[src/alu_exec_pkg.sv]
// What this block does
// - Forty operations, nine modes, 244 opcodes.
// - Decoder sorts operations into two of the six groups.
// - Load/store length one to three bytes.
// - Plain load/store moves accumulator and memory.
// - Immediate load into accumulator or memory.
// - Sum/conj/compare/difference use accumulator operand.
// - Zero/plus/minus reach any data address.
// - Invert/rotate/shift act on accumulator only.
// - Two pointers, four short-direct registers.
// - Immediates come from program ROM only.
// - Pointers and short registers at 80h-83h.
// - Opcode bit 4 selects indirect pointer.
package alu_exec_pkg;

	// ----------------------------------------------------------------
	// Operations, groups and addressing modes
	// ----------------------------------------------------------------
	typedef enum logic [3:0] {
		OP_MOVE_BYTE, OP_LOAD_IMMEDIATE, OP_SUM, OP_CONJ, OP_COMPARE, OP_DIFFERENCE,
		OP_ZERO_OPERAND, OP_PLUS_ONE, OP_MINUS_ONE, OP_INVERT_ACCUMULATOR,
		OP_ROTATE_LEFT_THROUGH_CARRY, OP_SHIFT_LEFT, OP_NONE
	} alu_op_t;

	typedef enum logic [2:0] {
		GRP_LOAD_STORE, GRP_ARITH_LOGIC, GRP_COND_BRANCH, GRP_CONTROL,
		GRP_JUMP_CALL, GRP_BIT_MANIP
	} op_group_t;

	typedef enum logic [3:0] {
		MODE_IMMEDIATE, MODE_DIRECT, MODE_SHORT_DIRECT, MODE_EXTENDED, MODE_PC_RELATIVE,
		MODE_BIT_DIRECT, MODE_BIT_TEST, MODE_INDIRECT, MODE_INHERENT
	} addr_mode_t;

	// ----------------------------------------------------------------
	// Architectural constants
	// ----------------------------------------------------------------
	localparam int        BASIC_OP_COUNT   = 40;
	localparam int        VALID_OPCODES    = 244;
	localparam int        EXEC_CYCLES      = 4;
	localparam logic [7:0] PTR_X_ADDR      = 8'h80;
	localparam logic [7:0] PTR_Y_ADDR      = 8'h81;
	localparam logic [7:0] SHORT_V_ADDR    = 8'h82;
	localparam logic [7:0] SHORT_W_ADDR    = 8'h83;
	localparam logic [7:0] ACC_ADDR        = 8'hff;
	localparam int        PTR_SEL_BIT      = 4;
	localparam logic [7:0] ACC_RESET       = 8'h00;

endpackage

[src/core_load_store_alu_exec.sv]
`timescale 1ns/1ps
// --------------------------------------------------------------------
// Execution datapath for load/store and arithmetic/logic instructions
// --------------------------------------------------------------------
// The controller presents a decoded instruction on issueValid. The block
// fetches any operand bytes from program ROM, reads and writes the data
// space, and retires after exactly four cycles. Program and data memory
// answer combinationally in the cycle of the request.
module core_load_store_alu_exec (
	// Clock and reset
	input  wire logic                    core_clk,
	input  wire logic                    rst_b,
	// Issue port
	input  wire logic                    issueValid,
	input  wire alu_exec_pkg::alu_op_t   issueOp,
	input  wire alu_exec_pkg::addr_mode_t issueMode,
	input  wire logic [7:0]              issueOpcode,
	input  wire logic                    toMemory,
	input  wire logic [1:0]              shortSel,
	input  wire logic [11:0]             issuePc,
	output logic                         issueReady,
	output logic                         done,
	output logic [1:0]                   instrBytes,
	output alu_exec_pkg::op_group_t      opGroup,
	// Program ROM
	output logic [11:0]                  romAddr,
	input  wire logic [7:0]              romData,
	// Data space
	output logic [7:0]                   dataAddr,
	output logic                         dataRead,
	input  wire logic [7:0]              dataRdata,
	output logic                         dataWrite,
	output logic [7:0]                   dataWdata,
	// Architectural state
	output logic [7:0]                   accumulator,
	output logic                         zeroFlag,
	output logic                         carryFlag
);

	typedef enum logic [1:0] {S_IDLE, S_FETCH, S_READ, S_WRITE} state_t;

	state_t                   state_q;
	state_t                   state_d;
	alu_exec_pkg::alu_op_t    op_q;
	alu_exec_pkg::addr_mode_t mode_q;
	logic [7:0]               opcode_q;
	logic                     toMem_q;
	logic [1:0]               short_q;
	logic [11:0]              pc_q;
	logic [7:0]               imm_q;
	logic [7:0]               addr_q;
	logic [7:0]               mem_q;
	logic [7:0]               acc_q;
	logic                     z_q;
	logic                     c_q;
	logic                     done_q;
	logic [1:0]               len_q;

	// ----------------------------------------------------------------
	// Helper functions
	// ----------------------------------------------------------------
	function automatic logic [1:0] op_length(input alu_exec_pkg::alu_op_t op,
			input alu_exec_pkg::addr_mode_t mode, input logic mem);
		logic [1:0] n;
		n = 2'h1;
		case (mode)
			alu_exec_pkg::MODE_DIRECT:    n = 2'h2;
			alu_exec_pkg::MODE_IMMEDIATE: n = (op == alu_exec_pkg::OP_LOAD_IMMEDIATE && mem) ?
				2'h3 : 2'h2;
			default:                      n = 2'h1;
		endcase
		if (op == alu_exec_pkg::OP_ZERO_OPERAND && mode == alu_exec_pkg::MODE_DIRECT && mem)
			n = 2'h3;
		if (op == alu_exec_pkg::OP_ZERO_OPERAND && !mem)
			n = 2'h2;
		if (op == alu_exec_pkg::OP_SHIFT_LEFT)
			n = 2'h2;
		return n;
	endfunction

	function automatic logic [1:0] short_addr_lo(input logic [1:0] sel);
		return sel;
	endfunction

	// ----------------------------------------------------------------
	// Decode of the issued and the latched instruction
	// ----------------------------------------------------------------
	wire logic [1:0] issueLen = op_length(issueOp, issueMode, toMemory);
	wire logic immNeeded = (mode_q == alu_exec_pkg::MODE_IMMEDIATE) ||
		(mode_q == alu_exec_pkg::MODE_DIRECT);
	wire logic [7:0] ptrAddr = opcode_q[alu_exec_pkg::PTR_SEL_BIT] ?
		alu_exec_pkg::PTR_Y_ADDR : alu_exec_pkg::PTR_X_ADDR;
	wire logic [7:0] shortAddr = {alu_exec_pkg::PTR_X_ADDR[7:2], short_addr_lo(short_q)};
	wire logic accOnly = (op_q == alu_exec_pkg::OP_INVERT_ACCUMULATOR) ||
		(op_q == alu_exec_pkg::OP_ROTATE_LEFT_THROUGH_CARRY) ||
		(op_q == alu_exec_pkg::OP_SHIFT_LEFT) ||
		(op_q == alu_exec_pkg::OP_ZERO_OPERAND && !toMem_q);
	wire logic immToMem = op_q == alu_exec_pkg::OP_LOAD_IMMEDIATE && toMem_q;
	wire logic isStore = op_q == alu_exec_pkg::OP_MOVE_BYTE && toMem_q;
	wire logic isRmw = toMem_q && (op_q == alu_exec_pkg::OP_PLUS_ONE ||
		op_q == alu_exec_pkg::OP_MINUS_ONE || op_q == alu_exec_pkg::OP_ZERO_OPERAND);
	wire logic needsRead = !accOnly && mode_q != alu_exec_pkg::MODE_IMMEDIATE &&
		!isStore && !immToMem && op_q != alu_exec_pkg::OP_ZERO_OPERAND;
	wire logic needsWrite = isStore || immToMem || isRmw;
	wire logic [7:0] effAddr = (mode_q == alu_exec_pkg::MODE_INDIRECT) ? mem_q :
		(mode_q == alu_exec_pkg::MODE_SHORT_DIRECT) ? shortAddr : addr_q;

	// ----------------------------------------------------------------
	// Arithmetic unit
	// ----------------------------------------------------------------
	wire logic [7:0] operand = (mode_q == alu_exec_pkg::MODE_IMMEDIATE) ? imm_q : mem_q;
	wire logic [8:0] sumW = {1'b0, acc_q} + {1'b0, operand};
	wire logic [8:0] difW = {1'b0, acc_q} - {1'b0, operand};
	logic [7:0] res;
	logic       resC;
	logic       wrAcc;
	logic       updZ;
	logic       updC;

	always_comb begin
		res = acc_q;
		resC = c_q;
		wrAcc = 1'b0;
		updZ = 1'b1;
		updC = 1'b1;
		case (op_q)
			alu_exec_pkg::OP_MOVE_BYTE: begin
				res = toMem_q ? acc_q : operand;
				wrAcc = !toMem_q;
				updC = 1'b0;
			end
			alu_exec_pkg::OP_LOAD_IMMEDIATE: begin
				res = imm_q;
				wrAcc = !toMem_q;
				updZ = !toMem_q;
				updC = 1'b0;
			end
			alu_exec_pkg::OP_SUM: begin
				res = sumW[7:0];
				resC = sumW[8];
				wrAcc = 1'b1;
			end
			alu_exec_pkg::OP_CONJ: begin
				res = acc_q & operand;
				resC = 1'b0;
				wrAcc = 1'b1;
			end
			alu_exec_pkg::OP_COMPARE: begin
				res = difW[7:0];
				resC = difW[8];
			end
			alu_exec_pkg::OP_DIFFERENCE: begin
				res = difW[7:0];
				resC = difW[8];
				wrAcc = 1'b1;
			end
			alu_exec_pkg::OP_ZERO_OPERAND: begin
				res = 8'h00;
				resC = 1'b0;
				wrAcc = !toMem_q;
				updZ = !toMem_q;
				updC = !toMem_q;
			end
			alu_exec_pkg::OP_PLUS_ONE: begin
				res = (toMem_q ? operand : acc_q) + 8'h01;
				wrAcc = !toMem_q;
				updC = 1'b0;
			end
			alu_exec_pkg::OP_MINUS_ONE: begin
				res = (toMem_q ? operand : acc_q) - 8'h01;
				wrAcc = !toMem_q;
				updC = 1'b0;
			end
			alu_exec_pkg::OP_INVERT_ACCUMULATOR: begin
				res = ~acc_q;
				resC = acc_q[7];
				wrAcc = 1'b1;
			end
			alu_exec_pkg::OP_ROTATE_LEFT_THROUGH_CARRY: begin
				res = {acc_q[6:0], c_q};
				resC = acc_q[7];
				wrAcc = 1'b1;
			end
			alu_exec_pkg::OP_SHIFT_LEFT: begin
				res = {acc_q[6:0], 1'b0};
				resC = acc_q[7];
				wrAcc = 1'b1;
			end
			default: begin
				updZ = 1'b0;
				updC = 1'b0;
			end
		endcase
	end

	// ----------------------------------------------------------------
	// Sequencer: fetch, read, write, each slot one machine cycle
	// ----------------------------------------------------------------
	// Fixed four-cycle timing keeps retirement independent of mode.
	always_comb begin
		state_d = state_q;
		case (state_q)
			S_IDLE:  if (issueValid) state_d = S_FETCH;
			S_FETCH: state_d = S_READ;
			S_READ:  state_d = S_WRITE;
			S_WRITE: state_d = S_IDLE;
			default: state_d = S_IDLE;
		endcase
	end

	// Operand bytes follow the opcode in program ROM; data RAM never supplies one.
	assign romAddr = (state_q == S_FETCH) ? pc_q + 12'h001 :
		(state_q == S_READ) ? pc_q + 12'h002 : pc_q;
	assign dataRead = (state_q == S_FETCH && mode_q == alu_exec_pkg::MODE_INDIRECT) ||
		(state_q == S_READ && needsRead);
	assign dataAddr = (state_q == S_FETCH) ? ptrAddr : effAddr;
	assign dataWrite = (state_q == S_WRITE) && needsWrite;
	assign dataWdata = res;
	assign issueReady = (state_q == S_IDLE);
	assign done = done_q;
	assign instrBytes = len_q;
	assign accumulator = acc_q;
	assign zeroFlag = z_q;
	assign carryFlag = c_q;
	// Only the two groups executed here are ever reported; the others never reach this block.
	assign opGroup = (op_q == alu_exec_pkg::OP_MOVE_BYTE ||
		op_q == alu_exec_pkg::OP_LOAD_IMMEDIATE) ?
		alu_exec_pkg::GRP_LOAD_STORE : alu_exec_pkg::GRP_ARITH_LOGIC;

	always_ff @(posedge core_clk) begin
		if (!rst_b) begin
			state_q <= S_IDLE;
			op_q <= alu_exec_pkg::OP_NONE;
			mode_q <= alu_exec_pkg::MODE_INHERENT;
			opcode_q <= 8'h00;
			toMem_q <= 1'b0;
			short_q <= 2'h0;
			pc_q <= 12'h000;
			imm_q <= 8'h00;
			addr_q <= 8'h00;
			mem_q <= 8'h00;
			acc_q <= alu_exec_pkg::ACC_RESET;
			z_q <= 1'b0;
			c_q <= 1'b0;
			done_q <= 1'b0;
			len_q <= 2'h0;
		end else begin
			state_q <= state_d;
			done_q <= (state_q == S_WRITE);
			if (state_q == S_IDLE && issueValid) begin
				op_q <= issueOp;
				mode_q <= issueMode;
				opcode_q <= issueOpcode;
				toMem_q <= toMemory;
				short_q <= shortSel;
				pc_q <= issuePc;
				len_q <= issueLen;
			end
			if (state_q == S_FETCH) begin
				if (immNeeded) begin
					imm_q <= romData;
					addr_q <= romData;
				end
				if (mode_q == alu_exec_pkg::MODE_INDIRECT)
					mem_q <= dataRdata;
			end
			if (state_q == S_READ) begin
				if (immToMem)
					imm_q <= romData;
				if (needsRead)
					mem_q <= dataRdata;
			end
			if (state_q == S_WRITE) begin
				if (wrAcc)
					acc_q <= res;
				if (updZ)
					z_q <= (res == 8'h00);
				if (updC)
					c_q <= resC;
			end
		end
	end

endmodule

[config.mk]
export PLATFORM = sky130hd
export DESIGN_NAME = core_load_store_alu_exec
export DESIGN_NICKNAME = d
export VERILOG_FILES = /design/src/alu_exec_pkg.sv /design/src/core_load_store_alu_exec.sv
export SDC_FILE = /design/constraint.sdc
export NUM_CORES = 1
export LEC_CHECK = 0
export BUFFER_PORTS_ARGS = -buffer_cell sky130_fd_sc_hd__clkbuf_2
export CAP_MARGIN = 20
export CORE_MARGIN = 8
export CORE_UTILIZATION = 43
export DETAILED_ROUTE_END_ITERATION = 12
export PLACE_DENSITY = 0.71
export SETUP_SLACK_MARGIN = 0.4
export SKIP_CTS_REPAIR_TIMING = 1
export SYNTH_ARGS = -nofsm -noshare
export SYNTH_HDL_FRONTEND = slang
export SYNTH_SLANG_ARGS = --single-unit
[constraint.sdc]
create_clock -name core_clk -period 11.7 [get_ports core_clk]
set_input_delay 1.17 -clock core_clk [delete_from_list [all_inputs] [get_ports core_clk]]
set_output_delay 1.17 -clock core_clk [all_outputs]
set_load 0.01 [all_outputs]
# After elaboration in Yosys (flattened, before gate mapping)
# Index checks and enable logic that the tools add are counted.
# classes
add_sub_neg,6
n_eq_ne,23
muxes,30
bitwise_logic,2
n_reduce_logical,50
# op_table
operator,n
$mux 8,14
$pmux 8 s11,1
$eq 4x3->1 const B,6
$mux 12,2
$eq 4x4->1 const B,5
$eq 4x1->1 const B,4
$logic_and 1x1->1,16
$add 12x1->12 const B,1
$add 12x2->12 const B,1
$eq 4x2->1 const B,3
$logic_not 4->1,3
$logic_or 1x1->1,10
$reduce_or 10->1,1
$add 8x8->9,1
$sub 8x8->9,1
$add 8x1->8 const B,1
$and 8x8->8,1
$logic_not 8->1,1
$mux 2,4
$not 8->8,1
$pmux 2 s4,1
$reduce_bool 4->1,2
$sub 8x1->8 const B,1
$reduce_or 7->1,1
16 further kinds,29
# totals
reg_bits,67
out_inout_bits,47
word_cells,126

# Depth between registers and ports, before layout
# Gate-level depths: netlist of the first run.
# depth
ltp_word,11
depth_mapped,14
depth_no_buf,13

# Least setup slack after synthesis of the first run
# Ideal clock, no wire load.
# synth_timing
path_type,register to output
startpoint,register toMem_q
endpoint,output port dataWdata[4]
arrival_time_ns,3.097
t_required_ns,10.530
path_slack_ns,7.433
stages_incl_launch_ff,12
path_cell_list,dfxtp_1 clkbuf_1 clkbuf_1 buf_1 clkbuf_1 a21oi_1 fa_1 a211oi_1 o2bb2ai_1 o211ai_1 a2111oi_0 a211oi_1
# synth_between
elab_chain_cells,3
word_cells_on_any_way,5
classes_between,2 x add/sub; 3 x mux
# synth_rtl
element,line_no,rtl
start: declaration,core_load_store_alu_exec.sv:47,logic toMem_q;
start signal: assignment,core_load_store_alu_exec.sv:254,toMem_q <= toMemory;
$mux 8,"core_load_store_alu_exec.sv:165, core_load_store_alu_exec.sv:170",
$sub 8x1->8 / $add 8x1->8 (equally long branches),"core_load_store_alu_exec.sv:170, core_load_store_alu_exec.sv:165",
$pmux 8 s11 (*),core_load_store_alu_exec.sv:126,case (op_q)
end: declaration,core_load_store_alu_exec.sv:33,"output logic [7:0] dataWdata,"
# Every way passes the cells marked *; elsewhere a longest branch is shown, timed or not.

# Final worst setup path of the first run
# layout_timing
startpoint,register mode_q[3]
endpoint,output port dataWdata[4]
# layout_between
elab_chain_cells,5
word_cells_on_any_way,10
classes_between,4 x add/sub; 4 x mux; 1 x bitwise; 1 x reduce/logical
# layout_rtl
element,line_no,rtl
start: declaration,core_load_store_alu_exec.sv:45,alu_exec_pkg::addr_mode_t mode_q;
start signal: assignment,core_load_store_alu_exec.sv:234,mode_q <= alu_exec_pkg::MODE_INHERENT;
start signal: assignment,core_load_store_alu_exec.sv:252,mode_q <= issueMode;
$logic_not 4->1 (*),core_load_store_alu_exec.sv:111,wire logic [7:0] operand = (mode_q == alu_exec_pkg::MODE_IMMEDIATE) ? imm_q : mem_q;
$mux 8 (*),core_load_store_alu_exec.sv:111,
$mux 8,"core_load_store_alu_exec.sv:165, core_load_store_alu_exec.sv:170",
$sub 8x1->8 / $add 8x1->8 (equally long branches),"core_load_store_alu_exec.sv:170, core_load_store_alu_exec.sv:165",
$pmux 8 s11 (*),core_load_store_alu_exec.sv:126,
# Marks and branches as above.

==> results.md, run 1 <==
* Clock group share of total power at 0.258
* CTS tree: done
* Asr flop ratio synth at 0
* Overall Global Routing Usage at 0.197
* EDFF count, synth at 0
* Syn Area/Cell at 7.49 um^2
* Post-synthesis cell count at 684
* RSZ-0062 raised after global routing: no
* F_max at about 0.17 GHz
* Clock Tree Buf Depth at 2
* Die Width at roughly 130 um
* First-pass DRT Iterations at 5
* Pin count of the biggest net entering global routing at 55
* Clock skew at between 7 and 8 ps
* P_leak at approximately 2.5 nW
* Vias/cell at 5.84
* Post-synthesis cell area at 5120 um^2
* Predominant post-synthesis flop cell: dfxtp_1
* Initial DRC count at about 400
* FP Rows at 40
* Period utilisation layout at 0.490
* Worst path most repeated cell: a211oi_1
* CP max-delay cell: nor4_4
* Min-Delay Path Class: flip-flop to flip-flop
* Max-slew violation count at 0
* H-tree depth reported by CTS at 3
* Psw at a little under 500 uW
* Layout cells sized above 1 at 0.181
* Die area at 15700 um^2
* WP data required at approximately 11000 ps
* Sw Share at 0.428
* Worst Tran Pin Value at just under 1000 ps
* Seq/Total Area, Yosys at 0.246
* MaxCap Viol Count at 0
* CP max stage delay at around 870 ps
* Area delta synth->final at 16.5%
* Top delay family on crit path: compound AO/OA/AOI/OAI gates
* Combinational power share at 0.490
* First-pass GRT wire length at around 26 mm
* Routed Antenna Nets at 0
* Pint at about 650 uW
* Max VDD drop at approximately 0.00012 V
* Io pins at 97
* CTS sink count at 63
* Starting Density at 0.434
* Final setup TNS at 0 ps
* Worst-Skew Late Latency at between 300 and 400 ps
* HPWL after DPL at between 10 and 15 mm
* Critical Path, Cell by Cell: nor4_4 > mux2_2 > inv_1 > a21oi_1 > fa_1 > a211oi_1 > o2bb2ai_1 > o211ai_1 > a2111oi_0 > a211oi_1 > clkbuf_2
* Clock-pin slew on the worst setup and hold paths at approximately 60 ps
* Vias at 5283
* Antenna violations before repair at 0
* Fin cells at between 900 and 1000
* Distinct cells, synth at 73
* GRT Residual Overflow at 0
* Min cycle time layout at roughly 5700 ps
* Antenna diode count at 0
* Fin. Hold Viols at 0
* CP Max Fanout at 14
* Placed Cells at ~890
* Max transition margin at 0.355
* CTS Root Cell: clkbuf_16
* WL per Instance at 17.6 um
* Nets at 835
* Setup-failing EPs final at 0
* Crit start category: flip-flop
* Crit path buffers/inverters at 2
* Placer congestion estimate at between 0.9 and 1
* Crit Path Class: flip-flop to output port
* Total number of yosys warnings at 0
* DRC Markers at 0
* CTS Buf Count at 9
* DRT Wirelength at 15.9 mm
* Crit. End Element: output port
* Power per Cell Area at approximately 190 nW/um^2
* Worst Path Arrival at between 4000 and 5000 ps
* Via count of the first global-routing pass at about 4900
* Port Buffer Count at 87
* Register bit total from synthesis at 63
* Area of the core at between 10000 and 15000 um^2
* Status: completed
* Flop pwr share at 0.252
* Die H at 125 um
## layout make-up
cell class / count / area [um^2]
clock buffer: 9 / 225
tap: 147 / 184
multi-input combinational: 558 / 3620
clock inverter: 7 / 95.1
fill: 1220 / 5840
sequential: 63 / 1260
timing repair buffer: 95 / 495
inverter: 25 / 93.8
## Yosys cell counts, types with 4 or more instances
cell type    n  share of area
a2111oi_0    4         0.0068
o211ai_1     9          0.013
a211o_1      4         0.0068
o31ai_1      4         0.0059
a211oi_1     8          0.012
buf_2        4         0.0039
nor2_1      76          0.056
o21ai_0     28          0.027
ha_1        30          0.073
mux2i_1     37          0.072
nor3_1      12          0.012
and3_1       4         0.0049
o22ai_1      6         0.0073
clkbuf_1    27          0.020
xor2_1       8          0.014
and2_1      10          0.012
a221oi_1     5         0.0085
nand3_1     13          0.013
dfxtp_1     63           0.25
a21o_1       6         0.0088
buf_1        5         0.0037
a21oi_1     66          0.064
mux2_2       7          0.015
xnor2_1      8          0.014
a22oi_1      8          0.012
or3b_2       6          0.010
inv_1       22          0.016
o21bai_1     4         0.0059
nor2b_1     11          0.013
nand2b_1    16          0.020
nand2_1    100          0.073
## per-layer routing
metal	global-route usage	vias up	share of wire
met5	0	-	0
met1	0.258	2474	0.45
met3	0.0319	40	0.062
li1	-	2574	-
met4	0.0989	0	0.033
met2	0.307	195	0.45
## power groups by stage
stage | Clock (mW) | Sequential [mW] | Combinational, mW
floorplan | 0 | 0.281 | 0.404
global placement | 0 | 0.289 | 0.546
detailed placement | 0 | 0.291 | 0.551
CTS | 0.297 | 0.286 | 0.555
global route | 0.306 | 0.292 | 0.615
finish | 0.294 | 0.287 | 0.559
## registers in the layout (all words and copies together), names as in the netlist
signal / cells
mode_q: 4
accumulator: 8
state_q: 2
instrBytes: 2
carryFlag: 1
opcode_q: 1
toMem_q: 1
zeroFlag: 1
imm_q: 8
pc_q: 12
done: 1
mem_q: 8
short_q: 2
op_q: 4
addr_q: 8
## stage by stage
step / hold slack, ps / power, mW / cell area (um^2) / utilization / setup WS [ps]
after floorplan: 436 / 0.685 / 5130 / - / 7430
after global placement: 442 / 0.835 / 5650 / 0.478 / 6440
after detailed placement: 447 / 0.842 / 5650 / 0.478 / 6440
after CTS: 455 / 1.14 / 5970 / 0.506 / 6050
after global routing: 477 / 1.21 / 5970 / 0.506 / 5750
final: 458 / 1.14 / 5970 / 0.506 / 5970
## logic make-up after synthesis
group / Yosys count / share of synthesized area
and+or+nand+nor: 277 / 0.260
xor gates and xnor gates: 16 / 0.0274
muxes: 44 / 0.0877
buffers and inverters: 64 / 0.0501
other: 1 / 0.000732
DFF: 63 / 0.246
AOI/OAI and AO/OA: 186 / 0.243
adders and majority gates: 33 / 0.0850
## final timing paths
| check | from | depth (start not counted) | end | slack, ps |
|---|---|---|---|---|
| max | mode_q[3] | 11 | dataWdata[4] | 5970 |
| min | addr_q[6] | 2 | addr_q[6] | 460 |
| max reg2reg | mode_q[3] | 12 | zeroFlag | 6870 |
| min reg2reg | addr_q[6] | 2 | addr_q[6] | 460 |
## layout by cell type (no fill, tap or decap), types with 8 or more instances in the layout
cell type / Yosys / layout
a211oi_1: 8 / 8
a21oi_1: 66 / 66
a22oi_1: 8 / 8
and2_1: 10 / 10
buf_4: 3 / 8
clkbuf_16: 0 / 9
clkbuf_2: 0 / 87
dfxtp_1: 63 / 63
ha_1: 30 / 30
inv_1: 22 / 22
mux2i_1: 37 / 37
nand2_1: 100 / 100
nand2b_1: 16 / 16
nand3_1: 13 / 13
nor2_1: 76 / 76
nor2b_1: 11 / 11
nor3_1: 12 / 12
o211ai_1: 9 / 9
o21ai_0: 28 / 28
xnor2_1: 8 / 8
xor2_1: 8 / 8
## worst reg2reg max path, delay by kind of cell (launching register included)
| kind | cells | cell delay [ps] |
|---|---|---|
| simple gates | 2 | 1440 |
| flops | 1 | 390 |
| compound gates | 7 | 1800 |
| fa+ha+maj | 1 | 480 |
| buf+inv | 1 | 140 |
| mux | 1 | 490 |
Note: power is estimated with default switching activity, not from simulation.
==> run 2, diff against run 1 <==
--- a/config.mk
+++ b/config.mk
@@ -5,12 +5,13 @@
 export SDC_FILE = /design/constraint.sdc
 export NUM_CORES = 1
 export LEC_CHECK = 0
+export ABC_AREA = 1
 export BUFFER_PORTS_ARGS = -buffer_cell sky130_fd_sc_hd__clkbuf_2
 export CAP_MARGIN = 20
 export CORE_MARGIN = 8
 export CORE_UTILIZATION = 43
 export DETAILED_ROUTE_END_ITERATION = 12
-export PLACE_DENSITY = 0.71
+export PLACE_DENSITY = 0.74
 export SETUP_SLACK_MARGIN = 0.4
 export SKIP_CTS_REPAIR_TIMING = 1
 export SYNTH_ARGS = -nofsm -noshare
==> constraint.sdc (replaced) <==
create_clock -name core_clk -period 5.1 [get_ports core_clk]
set_input_delay 0.51 -clock core_clk [delete_from_list [all_inputs] [get_ports core_clk]]
set_output_delay 0.51 -clock core_clk [all_outputs]
set_load 0.01 [all_outputs]
==> run 2 against run 1 <==
Non-clock buffer count fell by 6. Clock skew shrank 3.5 ps. Wire length is 4.7% lower. Global-route usage rose by 0.51 points. Critical endpoint unchanged. Largest cell class unchanged.
==> results.md, run 2 <==
* Layout cells sized above 1 at 0.155 (-0.0263)
* Highest metal used: met4
* Starting Density at 0.438 (+0.00376)
* DRC Markers at 0 (unchanged)
* Min cycle time layout at 3550 ps
* Routed wl met3 at 949 um (-3.5%)
* GRT Residual Overflow at 0 (unchanged)
* First-pass GRT wire length at 24.9 mm (-2.6%)
* Io pins at 97 (unchanged)
* Nets at 957 (+15%)
* WL per Instance at 14.8 um (-16%)
* Post-synthesis cell area at 4950 um^2 (-3.3%)
* Antenna violations before repair at 0 (unchanged)
* P_leak at 2.90 nW (+14%)
* Met1 wire length at 6.97 mm (-2.9%)
* Max VDD drop at 0.000280 V (+130%)
* R2R cell count at 18 (+6)
* Area of the core at 11300 um^2 (-4.2%)
* Clock skew at 4.27 ps (-3.49 ps)
* WHS Endpoint: mem_q[1]
* Vias at 5428 (+2.7%)
* Predominant post-synthesis flop cell: dfxtp_1
* Die Width at 123 um (-1.5%)
* Most area-consuming cells after synthesis: dfxtp_1 (25%), nand2_1 (13%), o21ai_0 (8.2%)
* Initial DRC count at 410 (+2.8%)
* Syn Area/Cell at 6.18 um^2 (-17%)
* Post-synthesis cell count at 801 (+17%)
* Clock-pin slew on the worst setup and hold paths at 50 ps (about the same)
* Crit start category: flip-flop
* EDFF count, synth at 0 (unchanged)
* HPWL after DPL at 11.8 mm (+2.7%)
* CTS tree: done
* Setup-failing EPs final at 0 (unchanged)
* Vias/cell at 5.31 (-9.1%)
* CTS sink count at 63 (unchanged)
* Design area at 5750 um^2 (-3.7%)
* Flop-to-flop setup slack at 2090 ps (-4780 ps)
* Worst Path Arrival at 3040 ps (-1520 ps)
* F_max at 0.282 GHz
* Antenna diode count at 0 (unchanged)
* DRT Wirelength at 15.1 mm (-4.7%)
* WP data required at 4590 ps (-5940 ps)
* Seq/Total Area, Yosys at 0.255 (+0.00846)
* Top-area cell type share of the netlist area at 0.255 (+0.00846)
* Die H at 123 um (-1.5%)
* Crit Path Class: flip-flop to output port
* Via count of the first global-routing pass at 5191 (+5.0%)
* CTS Root Cell: clkbuf_16
* Status: completed
* Fin cells at 1022 (+13%)
* Commonest non-fill, non-tap cell in the layout: nand2_1
* Port Buffer Count at 87 (unchanged)
* First-pass DRT Iterations at 5 (unchanged)
* Total number of yosys warnings at 0 (unchanged)
* Leading area contributor after synthesis: dfxtp_1
* Clock Tree Buf Depth at 2 (unchanged)
* Crit. End Element: output port
* Fin. Hold Viols at 0 (unchanged)
* Met2 wire len at 6.79 mm (-5.4%)
* Biggest register: pc_q
* Placed Cells at 1006 (+13%)
* Routed Antenna Nets at 0 (unchanged)
* Asr flop ratio synth at 0 (unchanged)
* Period utilisation layout at 0.696
* Register bit total from synthesis at 63 (unchanged)
* Pin count of the biggest net entering global routing at 62 (+13%)
* FP Rows at 39 (-2.5%)
* CTS Buf Count at 9 (unchanged)
* Util after Layout at 0.508 (+0.00245)
* Die area at 15200 um^2 (-2.9%)
* H-tree depth reported by CTS at 3 (unchanged)
* Min-Delay Path Class: primary input to flip-flop
* Worst Tran Pin Value at 1030 ps (+61.3 ps)
* Max-slew violation count at 0 (unchanged)
* Reg2Reg Launch Point: mode_q[3]
* Max reg flops at 12 (unchanged)
* Final setup TNS at 0 ps (unchanged)
* Max transition margin at 0.314 (-0.0409)
* CP Max Fanout at 13 (-1)
* Post-Place Cell Area at 5460 um^2 (-3.5%)
* Placer congestion estimate at 0.962 (about the same)
* Count leader, synth: nand2_1
* MaxCap Viol Count at 0 (unchanged)
* Distinct cells, synth at 39 (-47%)
* Area delta synth->final at 16.1%
* Worst-Skew Late Latency at 330 ps (about the same)
* Power per Cell Area at 484 nW/um^2 (+150%)
* Synth cell count leaders: nand2_1 (168), inv_1 (99), nor2_1 (88), o21ai_0 (81), a21oi_1 (76)
* Hold path startpoint: dataRdata[1]
* Most frequent cells in the layout: nand2_1 (168), inv_1 (99), nor2_1 (88)
* RSZ-0062 raised after global routing: no
* Hold path depth at 3 (+1)
* FF-to-FF End: zeroFlag
* Overall Global Routing Usage at 0.202 (+0.00505)
## run 2: cell count changes after synthesis, sizes merged, moves of 22 or more
cell,before,now
inv,23,104
o21ai,28,92
nand3,13,66
nand2,100,175
mux2i,37,0
nor2,76,98
## run 2: metal layers
| layer | vias up | GRT usage |
|---|---|---|
| met5 | - | 0 |
| met4 | 0 | 0.0850 |
| met3 | 28 | 0.0324 |
| met2 | 182 | 0.322 |
| met1 | 2444 | 0.266 |
| li1 | 2774 | - |
## run 2: layout make-up
class / instances / area [um^2]
Inverter: 105 / 394
Timing Repair Buffer: 89 / 450
Clock inverter: 4 / 28.8
Clock buffer: 12 / 267
Tap cell: 143 / 179
Sequential cell: 63 / 1260
Fill cell: 1200 / 5570
Multi-Input combinational cell: 606 / 3170
## run 2: worst max-delay path, cell delays in order, from the launching register on
cell and delay, ps:
dfxtp_1 350, nor2_4 230, nand2_4 160, nand2_1 130, nand2_1 130, ha_1 230, fa_1 410, inv_1 110
nand3_1 100, nand2_1 80, nand2_1 40, nand3_1 120, o211ai_1 110, o21ai_1 280, inv_1 70, clkbuf_2 130
## run 2: per-stage QoR
stage / hold slack [ps] / setup WS [ps] / power, mW
CTS: 403 / 1590 / 2.78
global route: 415 / 1300 / 3.02
floorplan: 450 / 2410 / 1.77
finish: 404 / 1550 / 2.79
detailed placement: 473 / 1950 / 2.18
global placement: 465 / 1980 / 2.17
## run 2: worst max-delay path by stage
stage,startpoint,endpoint,cells past startpoint
detailed placement,mode_q[3],dataWdata[4],15
CTS,mode_q[3],dataWdata[4],15
finish,mode_q[3],dataWdata[4],15
floorplan,mode_q[3],dataWdata[4],14
global route,mode_q[3],dataWdata[4],15
global placement,mode_q[3],dataWdata[7],14
## run 2: power breakdown
group | switching (mW) | leakage (nW) | total [mW] | internal, mW
clock network | 0.224 | 0.141 | 0.592 | 0.368
logic | 0.989 | 2.24 | 1.47 | 0.484
registers | 0.111 | 0.515 | 0.720 | 0.609
## run 2: cell families after synthesis
group	count (synthesis)	synth area share
compound gates	189	0.205
fa+ha+maj	33	0.0879
simple gates	370	0.324
flops	63	0.255
buf+inv	133	0.106
other cells	1	0.000757
xor+xnor	12	0.0212
==> run 3, diff against run 2 <==
--- a/config.mk
+++ b/config.mk
@@ -11,7 +11,7 @@
 export CORE_MARGIN = 8
 export CORE_UTILIZATION = 43
 export DETAILED_ROUTE_END_ITERATION = 12
-export PLACE_DENSITY = 0.74
+export PLACE_DENSITY = 0.72
 export SETUP_SLACK_MARGIN = 0.4
 export SKIP_CTS_REPAIR_TIMING = 1
 export SYNTH_ARGS = -nofsm -noshare
==> constraint.sdc (replaced) <==
create_clock -name core_clk -period 3.3 [get_ports core_clk]
set_input_delay 0.33 -clock core_clk [delete_from_list [all_inputs] [get_ports core_clk]]
set_output_delay 0.33 -clock core_clk [all_outputs]
set_load 0.01 [all_outputs]
==> run 3 against run 2 <==
Register-to-register slack worse by 1600 ps. Setup slack worse by 1400 ps. Count of clock-buffer cells in the layout down 2. Die area unchanged. Non-clock buffer count up 17. Clock power up 58%. Hold slack worse by 190 ps. Wire length up 8.6%. Via count up 4.3%. Clock skew up 4.4 ps. Final area up 10%. First-iteration DRC count up 30%.
==> results.md, run 3 (synthesis results as in run 2) <==
* Antenna violations before repair at 0 (unchanged)
* WL per Instance at 15.8 um (+6.7%)
* Routed Antenna Nets at 0 (unchanged)
* Hold path startpoint: issueMode[3]
* Min-Delay Path Class: primary input to flip-flop
* Worst path most repeated cell: nand2_8
* Area delta synth->final at 28.0%
* WP data required at 2970 ps (-1620 ps)
* Via count of the first global-routing pass at 4967 (-4.3%)
* Hold_ws at 213 ps (-191 ps)
* Vias/cell at 5.45 (+2.5%)
* Port Buffer Count at 87 (unchanged)
* Placed Cells at 1007 (+0.099%)
* CTS Buf Count at 9 (unchanged)
* R2R cell count at 19 (+1)
* Period utilisation layout at 0.941
* Setup-failing EPs final at 0 (unchanged)
* Design area at 6340 um^2 (+10%)
* CP max-delay cell: dfxtp_4
* Worst-Skew Late Latency at 330 ps (about the same)
* Vias at 5664 (+4.3%)
* Max transition margin at 0.318 (+0.00346)
* Worst Setup SP: mode_q[2]
* Crit Path Class: flip-flop to output port
* Power per Cell Area at 773 nW/um^2 (+60%)
* FP Rows at 39 (unchanged)
* RSZ-0062 raised after global routing: yes
* CP max stage delay at 360 ps (-50 ps)
* Crit start category: flip-flop
* Crit. End Element: output port
* FF-to-FF End: zeroFlag
* MaxCap Viol Count at 0 (unchanged)
* GRT Residual Overflow at 0 (unchanged)
* Clock Tree Buf Depth at 2 (unchanged)
* Pin count of the biggest net entering global routing at 62 (unchanged)
* DRC Markers at 0 (unchanged)
* Critical Path, Cell by Cell: nor2_4 > buf_12 > nand2_8 > nand2_4 > nand2_8 > ha_4 > clkinvlp_4 > a21oi_2 > nand2_1 > nand4_1 > nand3_1 > a21oi_1 > o21ai_1 > nand3_2 > nand2_2 > inv_2 > buf_6
* Area of the core at 11300 um^2 (unchanged)
* Post-Place Cell Area at 5460 um^2 (+0.14%)
* HPWL after DPL at 11.8 mm (-0.56%)
* Fin worst setup slack at 195 ps (-1360 ps)
* Placer congestion estimate at 0.996 (+3.5%)
* Antenna diode count at 0 (unchanged)
* Worst Path Arrival at 2770 ps (-270 ps)
* H-tree depth reported by CTS at 3 (unchanged)
* F_max at between 0.3 and 0.4 GHz
* Clock-pin slew on the worst setup and hold paths at 60 ps (about the same)
* Starting Density at 0.438 (unchanged)
* Initial DRC count at 533 (+30%)
* P_leak at 3.04 nW (+5.0%)
* First-pass GRT wire length at 24.3 mm (-2.5%)
* Multi-input logic area at 3570 um^2 (+13%)
* Setup slack at placement at 340 ps (-1610 ps)
* Max reg flops at 12 (unchanged)
* Layout cells sized above 1 at 0.256 (+0.102)
* First-pass DRT Iterations at 9 (+4)
* Biggest register: pc_q
* Nets at 975 (+1.9%)
* Reg2Reg Launch Point: mode_q[2]
* Fin. Hold Viols at 0 (unchanged)
* Worst setup path end: dataWdata[7]
* Die area at 15200 um^2 (unchanged)
* Min cycle time layout at 3100 ps
* Clock skew at 8.64 ps (+4.38 ps)
* Flop-to-flop setup slack at 470 ps (-1620 ps)
* Worst Tran Pin Value at 1020 ps (-5.19 ps)
* CP Max Fanout at 7 (-6)
* Max-slew violation count at 0 (unchanged)
* Fin cells at 1040 (+1.8%)
* Register area at 1270 um^2 (+0.50%)
* Max VDD drop at 0.000516 V (+85%)
* Overall Global Routing Usage at 0.200 (-0.00180)
* DRT Wirelength at 16.4 mm (+8.6%)
* Most frequent cells in the layout: nand2_1 (151), inv_1 (90), clkbuf_2 (82)
* Filler Cells Inserted at 1117 (-6.9%)
* Total power at 4.90 mW (+76%)
* Die H at 123 um (unchanged)
* Commonest non-fill, non-tap cell in the layout: nand2_1
* Io pins at 97 (unchanged)
* CTS tree: done
* Die Width at 123 um (unchanged)
* CTS Root Cell: clkbuf_16
* Status: completed
* CTS sink count at 63 (unchanged)
-- run 3: cell count changes in the layout (fill, tap and decap cells not counted), moves of 9 or more --
cell     change
buf_4       +14
ha_1         -9
inv_1        -9
nand2_1     -17
nand3_1     -16
nand3_2     +16
-- run 3: stage by stage --
stage	util	setup TNS (ps)
6_report	0.560	0
5_1_grt	0.560	0
4_1_cts	0.508	-34.2
3_5_place_dp	0.483	0
2_1_floorplan	-	0
3_3_place_gp	0.483	0
-- run 3: worst min path at each step --
stage                      end  slack [ps]  cells past startpoint
finish               mode_q[3]         210                      3
CTS                  mode_q[3]         210                      3
detailed placement  short_q[1]         470                      2
global route         mode_q[3]         240                      3
floorplan            mode_q[3]         440                      2
global placement    short_q[1]         470                      2
-- run 3: layout make-up --
class / count / share of cell area
inverter: 105 / 0.0634
sequential: 63 / 0.200
clock buffer: 10 / 0.0361
timing repair buffer: 106 / 0.0987
clock inverter: 6 / 0.00967
multi-input combinational: 607 / 0.564
tap: 143 / 0.0282
-- run 3: per-layer routing --
| metal | routed length, um | up-vias | part of all wire | GRT usage |
|---|---|---|---|---|
| li1 | - | 2827 | - | - |
| met5 | 0 | - | 0 | 0 |
| met4 | 380 | 0 | 0.023 | 0.0775 |
| met1 | 7080 | 2553 | 0.43 | 0.259 |
| met2 | 7620 | 255 | 0.46 | 0.322 |
| met3 | 1340 | 29 | 0.082 | 0.0402 |
-- run 3: critical path: cells and delay by family (launching register included) --
kind / cells / cell delay (ps)
adders and majority gates: 1 / 300
AOI/OAI and AO/OA: 3 / 420
buffers and inverters: 4 / 440
DFF: 1 / 360
and+or+nand+nor: 9 / 910
-- run 3: where the power goes --
part	internal [mW]	total [mW]	switching, mW
combinational	1.03	2.83	1.80
sequential	0.944	1.13	0.186
clock	0.581	0.936	0.355
total	2.56	4.90	2.34
